### config.mk
export PLATFORM = sky130hd
export DESIGN_NAME = cpwc_top
export DESIGN_NICKNAME = d
export VERILOG_FILES = /design/src/logic/cpwc_pkg.sv /design/src/logic/cpwc_top.sv
export SDC_FILE = /design/constraint.sdc
export NUM_CORES = 1
export LEC_CHECK = 0
export ABC_AREA = 1
export ABC_CLOCK_PERIOD_IN_PS = 2100
export BUFFER_PORTS_ARGS = -buffer_cell sky130_fd_sc_hd__buf_2
export CELL_PAD_IN_SITES_DETAIL_PLACEMENT = 0
export CELL_PAD_IN_SITES_GLOBAL_PLACEMENT = 1
export CORE_MARGIN = 4
export CORE_UTILIZATION = 32
export DETAILED_ROUTE_END_ITERATION = 6
export HOLD_SLACK_MARGIN = 0.1
export PLACE_DENSITY_LB_ADDON = 0.1
export SYNTH_ARGS = -nofsm -noshare
export SYNTH_HDL_FRONTEND = slang
export SYNTH_SLANG_ARGS = --single-unit
### constraint.sdc
create_clock -name clk_sys -period 2.1 [get_ports clk_sys]
set_input_delay 0.105 -clock clk_sys [delete_from_list [all_inputs] [get_ports clk_sys]]
set_output_delay 0.105 -clock clk_sys [all_outputs]
set_load 0.1 [all_outputs]
### src/logic/cpwc_pkg.sv
package cpwc_pkg;

    // ********************************************************************
    // wishbone register map (word-aligned byte addresses)
    // ********************************************************************
    localparam logic [7:0] adr_ctrl = 8'h00;
    localparam logic [7:0] adr_status = 8'h04;
    localparam logic [7:0] adr_irq_stat = 8'h08;
    localparam logic [7:0] adr_irq_clr = 8'h0c;
    localparam logic [7:0] adr_irq_en = 8'h10;
    localparam logic [31:0] unmapped_data = 32'h0000_0000;

    // ctrl fields
    localparam int ctrl_nmi_gate_bit = 0;

    // status fields
    localparam int st_busy_latch_bit = 0;
    localparam int st_fault_latch_bit = 1;
    localparam int st_busy_in_bit = 2;
    localparam int st_nmi_bit = 3;

    // event bits (irq status / clear / enable)
    localparam int ev_fault_bit = 0;
    localparam int ev_nmi_bit = 1;
    localparam int ev_stretch_bit = 2;
    localparam int ev_width = 3;
    localparam logic [2:0] ev_reset = 3'h0;

    // ********************************************************************
    // wait-state timing
    // ********************************************************************
    localparam logic [2:0] wide_waits = 3'h1;
    localparam logic [2:0] narrow_waits = 3'h4;

    // ********************************************************************
    // coprocessor port decode (i/o space)
    // ********************************************************************
    localparam logic [7:0] port_clear_busy = 8'hf0;
    localparam logic [7:0] port_reset_cop = 8'hf1;
    localparam logic [3:0] range_hi_nibble = 4'hf;
    localparam int chip_sel_bit = 3;

    // cpu cycle types from the status lines {mem_io, s1_n, s0_n}
    localparam logic [2:0] cyc_io_read = 3'h1;
    localparam logic [2:0] cyc_io_write = 3'h2;
    localparam logic [2:0] cyc_mem_read = 3'h5;
    localparam logic [2:0] cyc_mem_write = 3'h6;

    // bus cycle state machine
    typedef enum logic [2:0] {
        cpwc_idle = 3'b001,
        cpwc_wait = 3'b010,
        cpwc_done = 3'b100
    } cpwc_state_t;

endpackage

### src/logic/cpwc_top.sv
// Chosen here: the register addresses and the Wishbone register port.
`timescale 1ns/1ps

module cpwc_top (
    input wire logic clk_sys,
    input wire logic rst,
    // cpu bus cycle
    input wire logic cycle_start,
    input wire logic [2:0] cycle_type,
    input wire logic [7:0] io_addr,
    input wire logic io_write_strobe,
    input wire logic wide_cycle_ack_n,
    input wire logic channel_ready,
    output logic cycle_done_n,
    // coprocessor
    input wire logic coproc_range_sel_n,
    input wire logic coproc_busy_n,
    input wire logic coproc_error_n,
    output logic coproc_chip_sel_n,
    output logic coproc_reset_out,
    output logic coproc_fault_irq,
    output logic cpu_wait_out_n,
    // nmi
    input wire logic io_error,
    input wire logic nonmask_gate,
    output logic nmi_out,
    // wishbone slave
    input wire logic wb_cyc_i,
    input wire logic wb_stb_i,
    input wire logic wb_we_i,
    input wire logic [7:0] wb_adr_i,
    input wire logic [3:0] wb_sel_i,
    input wire logic [31:0] wb_dat_i,
    output logic [31:0] wb_dat_o,
    output logic wb_ack_o,
    output logic irq
);

    // ********************************************************************
    // pin synchronisers (three stages, change accepted when 2 and 3 agree)
    // ********************************************************************
    logic [2:0] rdy_sync;
    logic [2:0] busy_sync;
    logic [2:0] err_sync;
    logic [2:0] ioerr_sync;
    logic [2:0] gate_sync;
    logic rdy_q;
    logic busy_q;
    logic err_q;
    logic ioerr_q;
    logic gate_q;

    // shift pins in; the first stage feeds only the second
    // the stages carry no reset: they only follow the pins and are flushed within three clocks
    always_ff @(posedge clk_sys) begin
        rdy_sync <= {rdy_sync[1:0], channel_ready};
        busy_sync <= {busy_sync[1:0], ~coproc_busy_n};
        err_sync <= {err_sync[1:0], ~coproc_error_n};
        ioerr_sync <= {ioerr_sync[1:0], io_error};
        gate_sync <= {gate_sync[1:0], nonmask_gate};
    end

    // filtered levels only move when the last two stages agree
    always_ff @(posedge clk_sys) begin
        if (rst) begin
            rdy_q <= 1'b1;
            busy_q <= 1'b0;
            err_q <= 1'b0;
            ioerr_q <= 1'b0;
            gate_q <= 1'b0;
        end else begin
            if (rdy_sync[1] == rdy_sync[2]) rdy_q <= rdy_sync[2];
            if (busy_sync[1] == busy_sync[2]) busy_q <= busy_sync[2];
            if (err_sync[1] == err_sync[2]) err_q <= err_sync[2];
            if (ioerr_sync[1] == ioerr_sync[2]) ioerr_q <= ioerr_sync[2];
            if (gate_sync[1] == gate_sync[2]) gate_q <= gate_sync[2];
        end
    end

    // the wait engine takes ready as soon as stages 2 and 3 agree, one clock ahead of
    // rdy_q: a device that drops ready as the cycle starts is then seen before the
    // fourth default wait ends, which the registered level would miss
    wire rdy_ok = (rdy_sync[1] == rdy_sync[2]) ? rdy_sync[2] : rdy_q;

    // ********************************************************************
    // coprocessor port decode
    // ********************************************************************
    function automatic logic is_io(input logic [2:0] t);
        is_io = (t == cpwc_pkg::cyc_io_read) || (t == cpwc_pkg::cyc_io_write);
    endfunction

    // memory cycles share the low address bits, so every decode below is gated by the
    // cycle type first; a halt or acknowledge code is neither i/o nor memory

    wire io_cycle = is_io(cycle_type);
    wire range_hit = ~coproc_range_sel_n && io_cycle
        && (io_addr[7:4] == cpwc_pkg::range_hi_nibble);
    wire io_wr = range_hit && io_write_strobe && (cycle_type == cpwc_pkg::cyc_io_write);
    wire wr_clear = io_wr && (io_addr == cpwc_pkg::port_clear_busy);
    wire wr_reset = io_wr && (io_addr == cpwc_pkg::port_reset_cop);
    wire latch_clear = wr_clear || wr_reset;
    wire cs_hit = range_hit && io_addr[cpwc_pkg::chip_sel_bit];

    // reset pulse follows its sources with no storage
    assign coproc_reset_out = rst || wr_reset;
    assign coproc_chip_sel_n = ~cs_hit;

    // ********************************************************************
    // busy / fault latches
    // ********************************************************************
    logic fault_latch;
    wire fault_set = err_q && busy_q;

    // set wins over a clear in the same cycle so no error is lost
    always_ff @(posedge clk_sys) begin
        if (rst) begin
            fault_latch <= 1'b0;
        end else if (fault_set) begin
            fault_latch <= 1'b1;
        end else if (latch_clear) begin
            fault_latch <= 1'b0;
        end
    end

    // busy output is rebuilt from fault_set too, so the held state starts in the same
    // clock as the interrupt, with no one-clock gap between pass-through and hold
    // busy passes through, and is held while the fault latch stands
    always_ff @(posedge clk_sys) begin
        if (rst) begin
            cpu_wait_out_n <= 1'b1;
            coproc_fault_irq <= 1'b0;
        end else begin
            cpu_wait_out_n <= ~(busy_q || fault_latch || fault_set);
            coproc_fault_irq <= fault_latch || fault_set;
        end
    end

    // ********************************************************************
    // nmi gating
    // ********************************************************************
    // both error sources share the pin gate; the software bit in ctrl is a second mask
    // that resets open, so a cold system behaves as if only the pin gate existed
    logic nmi_gate_sw;
    wire nmi_src = (ioerr_q || fault_latch) && gate_q && nmi_gate_sw;

    always_ff @(posedge clk_sys) begin
        if (rst) nmi_out <= 1'b0;
        else nmi_out <= nmi_src;
    end

    // ********************************************************************
    // wait-state engine
    // ********************************************************************
    cpwc_pkg::cpwc_state_t state;
    cpwc_pkg::cpwc_state_t next_state;
    logic [2:0] wait_cnt;
    logic [2:0] next_wait_cnt;
    logic stretched;

    // wide ack counts on every cycle that is not i/o, halt and acknowledge included; i/o is always narrow
    wire wide_mem = ~wide_cycle_ack_n && ~io_cycle;
    wire [2:0] load_waits = wide_mem ? cpwc_pkg::wide_waits : cpwc_pkg::narrow_waits;
    wire count_done = (wait_cnt == 3'h0);

    // limitation: a pin change needs three clocks to be seen, so a wide cycle is over
    // before a ready drop at its start can count; a slow device must answer narrow.
    // the last wait and the done decision share one clock, so the count ends at one

    always_comb begin
        next_state = state;
        next_wait_cnt = wait_cnt;
        case (state)
            cpwc_pkg::cpwc_idle: begin
                if (cycle_start) begin
                    next_state = cpwc_pkg::cpwc_wait;
                    next_wait_cnt = load_waits;
                end
            end
            cpwc_pkg::cpwc_wait: begin
                if (!count_done) next_wait_cnt = wait_cnt - 3'h1;
                // low ready keeps the cycle open with no upper bound
                if ((count_done || (wait_cnt == 3'h1)) && rdy_ok) next_state = cpwc_pkg::cpwc_done;
            end
            cpwc_pkg::cpwc_done: begin
                next_state = cpwc_pkg::cpwc_idle;
            end
            default: begin
                next_state = cpwc_pkg::cpwc_idle;
            end
        endcase
    end

    always_ff @(posedge clk_sys) begin
        if (rst) begin
            state <= cpwc_pkg::cpwc_idle;
            wait_cnt <= 3'h0;
        end else begin
            state <= next_state;
            wait_cnt <= next_wait_cnt;
        end
    end

    // flag a cycle that the bus device had to stretch past the default
    always_ff @(posedge clk_sys) begin
        if (rst) stretched <= 1'b0;
        else stretched <= (state == cpwc_pkg::cpwc_wait) && count_done && !rdy_ok;
    end

    assign cycle_done_n = ~(state == cpwc_pkg::cpwc_done);

    // ********************************************************************
    // interrupt status, enable, clear
    // ********************************************************************
    logic [2:0] irq_stat;
    logic [2:0] irq_en;
    logic nmi_prev;
    logic fault_prev;

    wire bus_req = wb_cyc_i && wb_stb_i && !wb_ack_o;
    wire bus_wr = bus_req && wb_we_i && wb_sel_i[0];
    wire wr_ctrl = bus_wr && (wb_adr_i == cpwc_pkg::adr_ctrl);
    wire wr_clr = bus_wr && (wb_adr_i == cpwc_pkg::adr_irq_clr);
    wire wr_en = bus_wr && (wb_adr_i == cpwc_pkg::adr_irq_en);
    logic [2:0] ev_now;
    // one-clock pulses for the fault and nmi rises, each at its named bit;
    // the stretch flag stands on every clock of a stall
    always_comb begin
        ev_now = cpwc_pkg::ev_reset;
        ev_now[cpwc_pkg::ev_fault_bit] = fault_latch && !fault_prev;
        ev_now[cpwc_pkg::ev_nmi_bit] = nmi_src && !nmi_prev;
        ev_now[cpwc_pkg::ev_stretch_bit] = stretched;
    end
    wire [2:0] clr_mask = wr_clr ? wb_dat_i[2:0] : 3'h0;

    // new events win over a clear landing in the same cycle
    // enable writes take effect on the low three bits; upper data bits are dropped
    always_ff @(posedge clk_sys) begin
        if (rst) begin
            irq_stat <= cpwc_pkg::ev_reset;
            irq_en <= cpwc_pkg::ev_reset;
            nmi_prev <= 1'b0;
            fault_prev <= 1'b0;
            nmi_gate_sw <= 1'b1;
        end else begin
            irq_stat <= (irq_stat & ~clr_mask) | ev_now;
            nmi_prev <= nmi_src;
            fault_prev <= fault_latch;
            if (wr_en) irq_en <= wb_dat_i[2:0];
            if (wr_ctrl) nmi_gate_sw <= wb_dat_i[cpwc_pkg::ctrl_nmi_gate_bit];
        end
    end

    assign irq = |(irq_stat & irq_en);

    // ********************************************************************
    // wishbone read path, one-cycle ack
    // ********************************************************************
    // status fields placed by their named positions; unused bits read zero
    logic [31:0] status_word;
    always_comb begin
        status_word = cpwc_pkg::unmapped_data;
        status_word[cpwc_pkg::st_busy_latch_bit] = ~cpu_wait_out_n;
        status_word[cpwc_pkg::st_fault_latch_bit] = fault_latch;
        status_word[cpwc_pkg::st_busy_in_bit] = busy_q;
        status_word[cpwc_pkg::st_nmi_bit] = nmi_out;
    end
    wire [31:0] rd_mux =
        (wb_adr_i == cpwc_pkg::adr_ctrl) ? {31'h0, nmi_gate_sw} :
        (wb_adr_i == cpwc_pkg::adr_status) ? status_word :
        (wb_adr_i == cpwc_pkg::adr_irq_stat) ? {29'h0, irq_stat} :
        (wb_adr_i == cpwc_pkg::adr_irq_en) ? {29'h0, irq_en} :
        cpwc_pkg::unmapped_data;

    // ack follows a taken request by one clock; while it stands bus_req is low,
    // so a master that holds stb one clock too long is not taken twice
    always_ff @(posedge clk_sys) begin
        if (rst) begin
            wb_ack_o <= 1'b0;
            wb_dat_o <= cpwc_pkg::unmapped_data;
        end else begin
            wb_ack_o <= bus_req;
            wb_dat_o <= bus_req ? rd_mux : cpwc_pkg::unmapped_data;
        end
    end

endmodule // cpwc_top
==> flow_metrics.tcl, run 1 <==
set metrics [dict create \
    final_cell_area_um2 2390 \
    postRouteAntennaNets 0 \
    synthCells 247 \
    fp.coreArea_um2 5960 \
    finalHoldViolations 0 \
    dr.first_iter.drc_count 63 \
    groute.usage.overall 0.103 \
    hpwl_um 2940 \
    dr.pass1.iters 4 \
    power.leakage_nw 1.15 \
    cts_max_path_buffers 2 \
    ioPinCount 109 \
    worstPathMaxFanout 4 \
    cts_tree "yes" \
    vias 1585 \
    vdd_drop_max_uv 366 \
    via_per_inst 4.14 \
    grt_pass1_wl_um 6170 \
    fin_crit_sh 0.652 \
    report.final.setup_viol 0 \
    avgSynthCellArea_um2 7.97 \
    cts_resized 0 \
    synth-seq-cells 44 \
    num_rows 28 \
    worst_r2r_path_depth 9 \
    port_buffers 48 \
    fin_nets 378 \
    route.detailed.drc 0 \
    clock_skew_ns 0.00838 \
    placed_area_um2 2180 \
    fmax_ghz 0.731 \
    totalWireLength_um 3790 \
    clk_pin_slew_worst_paths_ns 0.08 \
    die_height_um 86.5 \
    cp-start-kind "register" \
    yosysSeqAreaShare 0.447 \
    status "finished, final reports clean" \
    routedWlPerCell_um 9.90 \
    crit_path_start "state[1]" \
    die_x_um 86.5 \
    gp_congestion 0.761 \
    crit_end "cycle_done_n" \
    cts_root_buf "clkbuf_8" \
    synth_area_um2 1970 \
    start_util 0.331 \
    min_period_ns 1.37 \
    reg2reg_slack_ns 0.91 \
    synth_warnings 0 \
    r2r-start "wait_cnt[1]" \
    endpoint_kind "output port" \
    cts.sinks 44 \
    grt_max_degree 15 \
    synth_cell_type_count 29 \
    antenna_found_initial 0 \
    utilization 0.401 \
    overflow 0 \
    post-place-ws_ns 0.745 \
    crit_required_ns 2.00 \
    power_density_nw_per_um2 835 \
    cts-buffers-inserted 5 \
    clk_latency_ns 0.29 \
    min_path_type "input port to register" \
    drv_cap 0 \
    syn2layout_area_growth_pct 21.2 \
    fp.dieArea_um2 7470 \
    htree_num_levels 2 \
    drive_gt1_frac 0.260 \
    finalSetupTns_ns 0 \
    critical_path_class "register to output port" \
    drv_slew 0 \
    r2r_end "wait_cnt[1]" \
    rsz0062_at_grt "false" \
    diodes 0 \
    arrival_ns 1.26 \
    setup_ws_ns 0.731 \
    grt_pass1_vias 1363 \
]
-- Yosys cell counts --
master / count / area share
dfxtp_1: 44 / 0.45
nand2_1: 36 / 0.069
buf_4: 28 / 0.11
inv_1: 25 / 0.048
nor2_1: 25 / 0.048
nand3_1: 22 / 0.056
a21oi_1: 11 / 0.028
o21ai_0: 10 / 0.025
nand2_2: 7 / 0.022
inv_2: 5 / 0.0095
nand4_1: 4 / 0.013
nor2_2: 4 / 0.013
nor3_1: 4 / 0.010
nor2_4: 3 / 0.017
buf_2: 2 / 0.0051
ha_1: 2 / 0.013
nand3_2: 2 / 0.010
nand3b_1: 2 / 0.0076
a211oi_1: 1 / 0.0038
a21oi_2: 1 / 0.0044
and2_1: 1 / 0.0032
conb_1: 1 / 0.0019
nand3_4: 1 / 0.0089
nand3b_4: 1 / 0.010
nor3b_1: 1 / 0.0038
o2111a_1: 1 / 0.0057
o22ai_1: 1 / 0.0032
or2_1: 1 / 0.0032
xor2_1: 1 / 0.0044
-- routing by layer --
| metal | share of wire | GRT usage | wire, um | up-vias |
|---|---|---|---|---|
| li1 | - | - | - | 848 |
| met1 | 0.48 | 0.139 | 1810 | 664 |
| met2 | 0.41 | 0.153 | 1550 | 71 |
| met3 | 0.11 | 0.0352 | 399 | 2 |
| met4 | 0.0077 | 0.0382 | 29 | 0 |
| met5 | 0 | 0 | 0 | - |
-- sequential cells by signal (all words and copies together) (netlist names), 3 cells and up --
signal / count
wait_cnt: 3
busy_sync: 3
gate_sync: 3
wb_dat_o: 4
rdy_sync: 3
irq_stat: 3
err_sync: 3
state: 3
irq_en: 3
ioerr_sync: 3
-- worst max-delay path, cell delays in order, from the launching register on --
cell,delay (ns)
dfxtp_1,0.38
inv_1,0.10
nand3_1,0.08
buf_2,0.42
-- logic make-up after synthesis --
family | after synthesis | synth area share
AOI/OAI and AO/OA | 25 | 0.0705
xor gates and xnor gates | 1 | 0.00445
adders and majority gates | 2 | 0.0127
buffers and inverters | 60 | 0.169
DFF | 44 | 0.447
other | 1 | 0.00190
and+or+nand+nor | 114 | 0.294
-- worst min path at each step --
| stage | depth (start not counted) | endpoint | start |
|---|---|---|---|
| 2_1_floorplan | 0 | gate_sync[0] | nonmask_gate |
| 3_3_place_gp | 1 | gate_sync[0] | nonmask_gate |
| 3_5_place_dp | 1 | rdy_sync[0] | channel_ready |
| 4_1_cts | 3 | wb_ack_o | wb_cyc_i |
| 5_1_grt | 3 | nmi_gate_sw | wb_dat_i[0] |
| 6_report | 3 | wb_ack_o | wb_stb_i |
-- stage by stage --
step,total power [mW],cells,hold slack (ns)
after detailed placement,1.34,367,0.209
after floorplan,1.31,274,0.133
final,1.99,383,0.122
after CTS,2.03,383,0.111
after global routing,2.10,383,0.119
after global placement,1.34,367,0.207
-- final cells by class --
cell class	count	area [um2]
clock buffers	6	82.6
clock inverters	2	38.8
fillers	648	3570
inverters	30	113
multi-input cells	170	857
flip-flops and latches	44	881
well taps	75	93.8
repair buffers	56	320
-- power breakdown --
part | switching [mW] | internal, mW
combinational | 0.351 | 0.0864
sequential | 0.0214 | 0.873
clock | 0.274 | 0.389
total | 0.646 | 1.35
-- placed cells by master (no fill, tap or decap) --
master / synthesis / layout
nand3b_4: 1 / 1
xor2_1: 1 / 1
dfxtp_1: 44 / 44
nand3_2: 2 / 2
nand3_4: 1 / 1
nand2_2: 7 / 7
a21oi_2: 1 / 1
or2_1: 1 / 1
conb_1: 1 / 28
nor3b_1: 1 / 1
inv_2: 5 / 5
dlygate4sd3_1: 0 / 8
nor2_2: 4 / 4
nor2_1: 25 / 25
ha_1: 2 / 2
a211oi_1: 1 / 1
o2111a_1: 1 / 1
buf_2: 2 / 48
nor3_1: 4 / 4
clkinv_4: 0 / 1
inv_1: 25 / 25
bufinv_16: 0 / 1
nand2_1: 36 / 36
nor2_4: 3 / 3
a21oi_1: 11 / 11
o22ai_1: 1 / 1
nand4_1: 4 / 4
and2_1: 1 / 1
clkbuf_8: 0 / 6
nand3_1: 22 / 22
o21ai_0: 10 / 10
nand3b_1: 2 / 2
-- repair_timing --
action | CTS | global route
buffers inserted | 0 | 0
hold buffers | 8 | 0
endpoints found under the hold margin | 8 | 0
(Power assumes the default switching activity.)
==> inputs of run 2 (changes only) <==
--- a/config.mk
+++ b/config.mk
@@ -6,12 +6,12 @@
 export NUM_CORES = 1
 export LEC_CHECK = 0
 export ABC_AREA = 1
-export ABC_CLOCK_PERIOD_IN_PS = 2100
+export ABC_CLOCK_PERIOD_IN_PS = 1350
 export BUFFER_PORTS_ARGS = -buffer_cell sky130_fd_sc_hd__buf_2
 export CELL_PAD_IN_SITES_DETAIL_PLACEMENT = 0
 export CELL_PAD_IN_SITES_GLOBAL_PLACEMENT = 1
 export CORE_MARGIN = 4
-export CORE_UTILIZATION = 32
+export CORE_UTILIZATION = 30
 export DETAILED_ROUTE_END_ITERATION = 6
 export HOLD_SLACK_MARGIN = 0.1
 export PLACE_DENSITY_LB_ADDON = 0.1
==> constraint.sdc (replaced) <==
create_clock -name clk_sys -period 1.35 [get_ports clk_sys]
set_input_delay 0.0675 -clock clk_sys [delete_from_list [all_inputs] [get_ports clk_sys]]
set_output_delay 0.0675 -clock clk_sys [all_outputs]
set_load 0.1 [all_outputs]
==> flow_metrics.tcl, run 2 (synthesized netlist as in run 1, its figures left out) <==
set metrics [dict create \
    status "finished, final reports clean" \
    diodes 0 \
    crit_path_start "wb_cyc_i" \
    fp.coreArea_um2 6350 \
    overflow 0 \
    dr.pass1.iters 4 \
    cts-buffers-inserted 5 \
    placed_cells 371 \
    drv_cap 0 \
    grt_pass1_vias 1449 \
    cts.sinks 44 \
    reg2reg_slack_ns 0.12 \
    antenna_found_initial 0 \
    worst_r2r_path_depth 3 \
    drive_gt1_frac 0.268 \
    port_buffers 48 \
    syn2layout_area_growth_pct 26.4 \
    clk_latency_ns 0.29 \
    clk_pin_slew_worst_paths_ns 0.08 \
    die_x_um 89.0 \
    rsz0062_at_grt "false" \
    post-place-ws_ns 0.176 \
    arrival_ns 1.49 \
    start_util 0.310 \
    power_density_nw_per_um2 1260 \
    drv_slew 0 \
    cts_max_path_buffers 2 \
    min_period_ns 1.26 \
    power.leakage_nw 1.20 \
    worstPathMaxFanout 3 \
    grt_pass1_wl_um 6280 \
    htree_num_levels 2 \
    vias 1625 \
    via_per_inst 4.17 \
    largest_register_ffs 4 \
    largest_register "wb_dat_o" \
    clock_skew_ns 0.00661 \
    ioPinCount 109 \
    total_power_mw 3.14 \
    gp_congestion 0.699 \
    min_path_type "input port to register" \
    route.detailed.drc 0 \
    num_rows 29 \
    fin_nets 383 \
    endpoint_kind "register" \
    r2r-start "wb_ack_o" \
    cts_tree "yes" \
    whs_ns 0.131 \
    layoutNonFillerInstCount 390 \
    dr.first_iter.drc_count 38 \
    crit_end "wb_ack_o" \
    placed_area_um2 2250 \
    routedWlPerCell_um 9.93 \
    critical_path_class "input port to register" \
    final_cell_area_um2 2490 \
    cts_root_buf "clkbuf_8" \
    crit_required_ns 1.58 \
    finalHoldViolations 0 \
    groute.usage.overall 0.102 \
    r2r_end "wb_ack_o" \
    utilization 0.392 \
    finalSetupTns_ns 0 \
    fp.dieArea_um2 7920 \
    fin_crit_sh 0.932 \
    hpwl_um 3050 \
    fmax_ghz 0.795 \
    report.final.setup_viol 0 \
    grt_max_degree 15 \
    vdd_drop_max_uv 582 \
    final_cell_mix "44 x buf_2, 42 x dfxtp_1, 36 x nand2_1" \
    totalWireLength_um 3870 \
    postRouteAntennaNets 0 \
    die_height_um 89.0 \
    postCtsSetupRepairBufs 0 \
    cp-start-kind "input port" \
    final_common_cell "buf_2" \
    setup_ws_ns 0.0917 \
]
[run 2: repair_timing]
action	CTS	global route
gates resized for setup	0	2
hold buffers	11	0
endpoints found under the setup margin	0	2
endpoints found under the hold margin	13	0
[run 2: final cells by class]
type | count | area [um2]
Fill cell | 645 | 3860
Inverter | 30 | 113
Tap cell | 77 | 96.3
Clock buffer | 6 | 82.6
Sequential cell | 44 | 883
Multi-Input combinational cell | 170 | 862
Clock inverter | 2 | 38.8
Timing Repair Buffer | 61 | 413
[run 2: critical path, cell delays in order]
cell	delay, ns
dlygate4sd3_1	0.52
buf_2	0.12
nand3b_4	0.10
nor2_4	0.13
dlygate4sd3_1	0.55
[run 2: how the worst min path moves through the flow]
stage | from | endpoint | slack, ns | cells after the start
2_1_floorplan | nonmask_gate | gate_sync[0] | 0.1 | 0
3_3_place_gp | nonmask_gate | gate_sync[0] | 0.17 | 1
3_5_place_dp | nonmask_gate | gate_sync[0] | 0.17 | 1
4_1_cts | wb_adr_i[2] | wb_dat_o[3] | 0.12 | 3
5_1_grt | wb_adr_i[2] | wb_dat_o[3] | 0.15 | 3
6_report | wb_adr_i[2] | wb_dat_o[3] | 0.13 | 3
[run 2: per-layer routing]
layer | vias up | part of all wire | track usage
li1 | 856 | - | -
met5 | - | 0 | 0
met4 | 0 | 0.012 | 0.0365
met3 | 5 | 0.094 | 0.0323
met2 | 60 | 0.43 | 0.169
met1 | 704 | 0.46 | 0.126
[run 2: report_power, final]
group          internal (mW)  leakage [nW]  switching (mW)  total, mW
clock                  0.605        0.0614           0.446       1.05
sequential              1.36         0.363          0.0347       1.39
combinational          0.149         0.776           0.548      0.696
total                   2.11          1.20            1.03       3.14
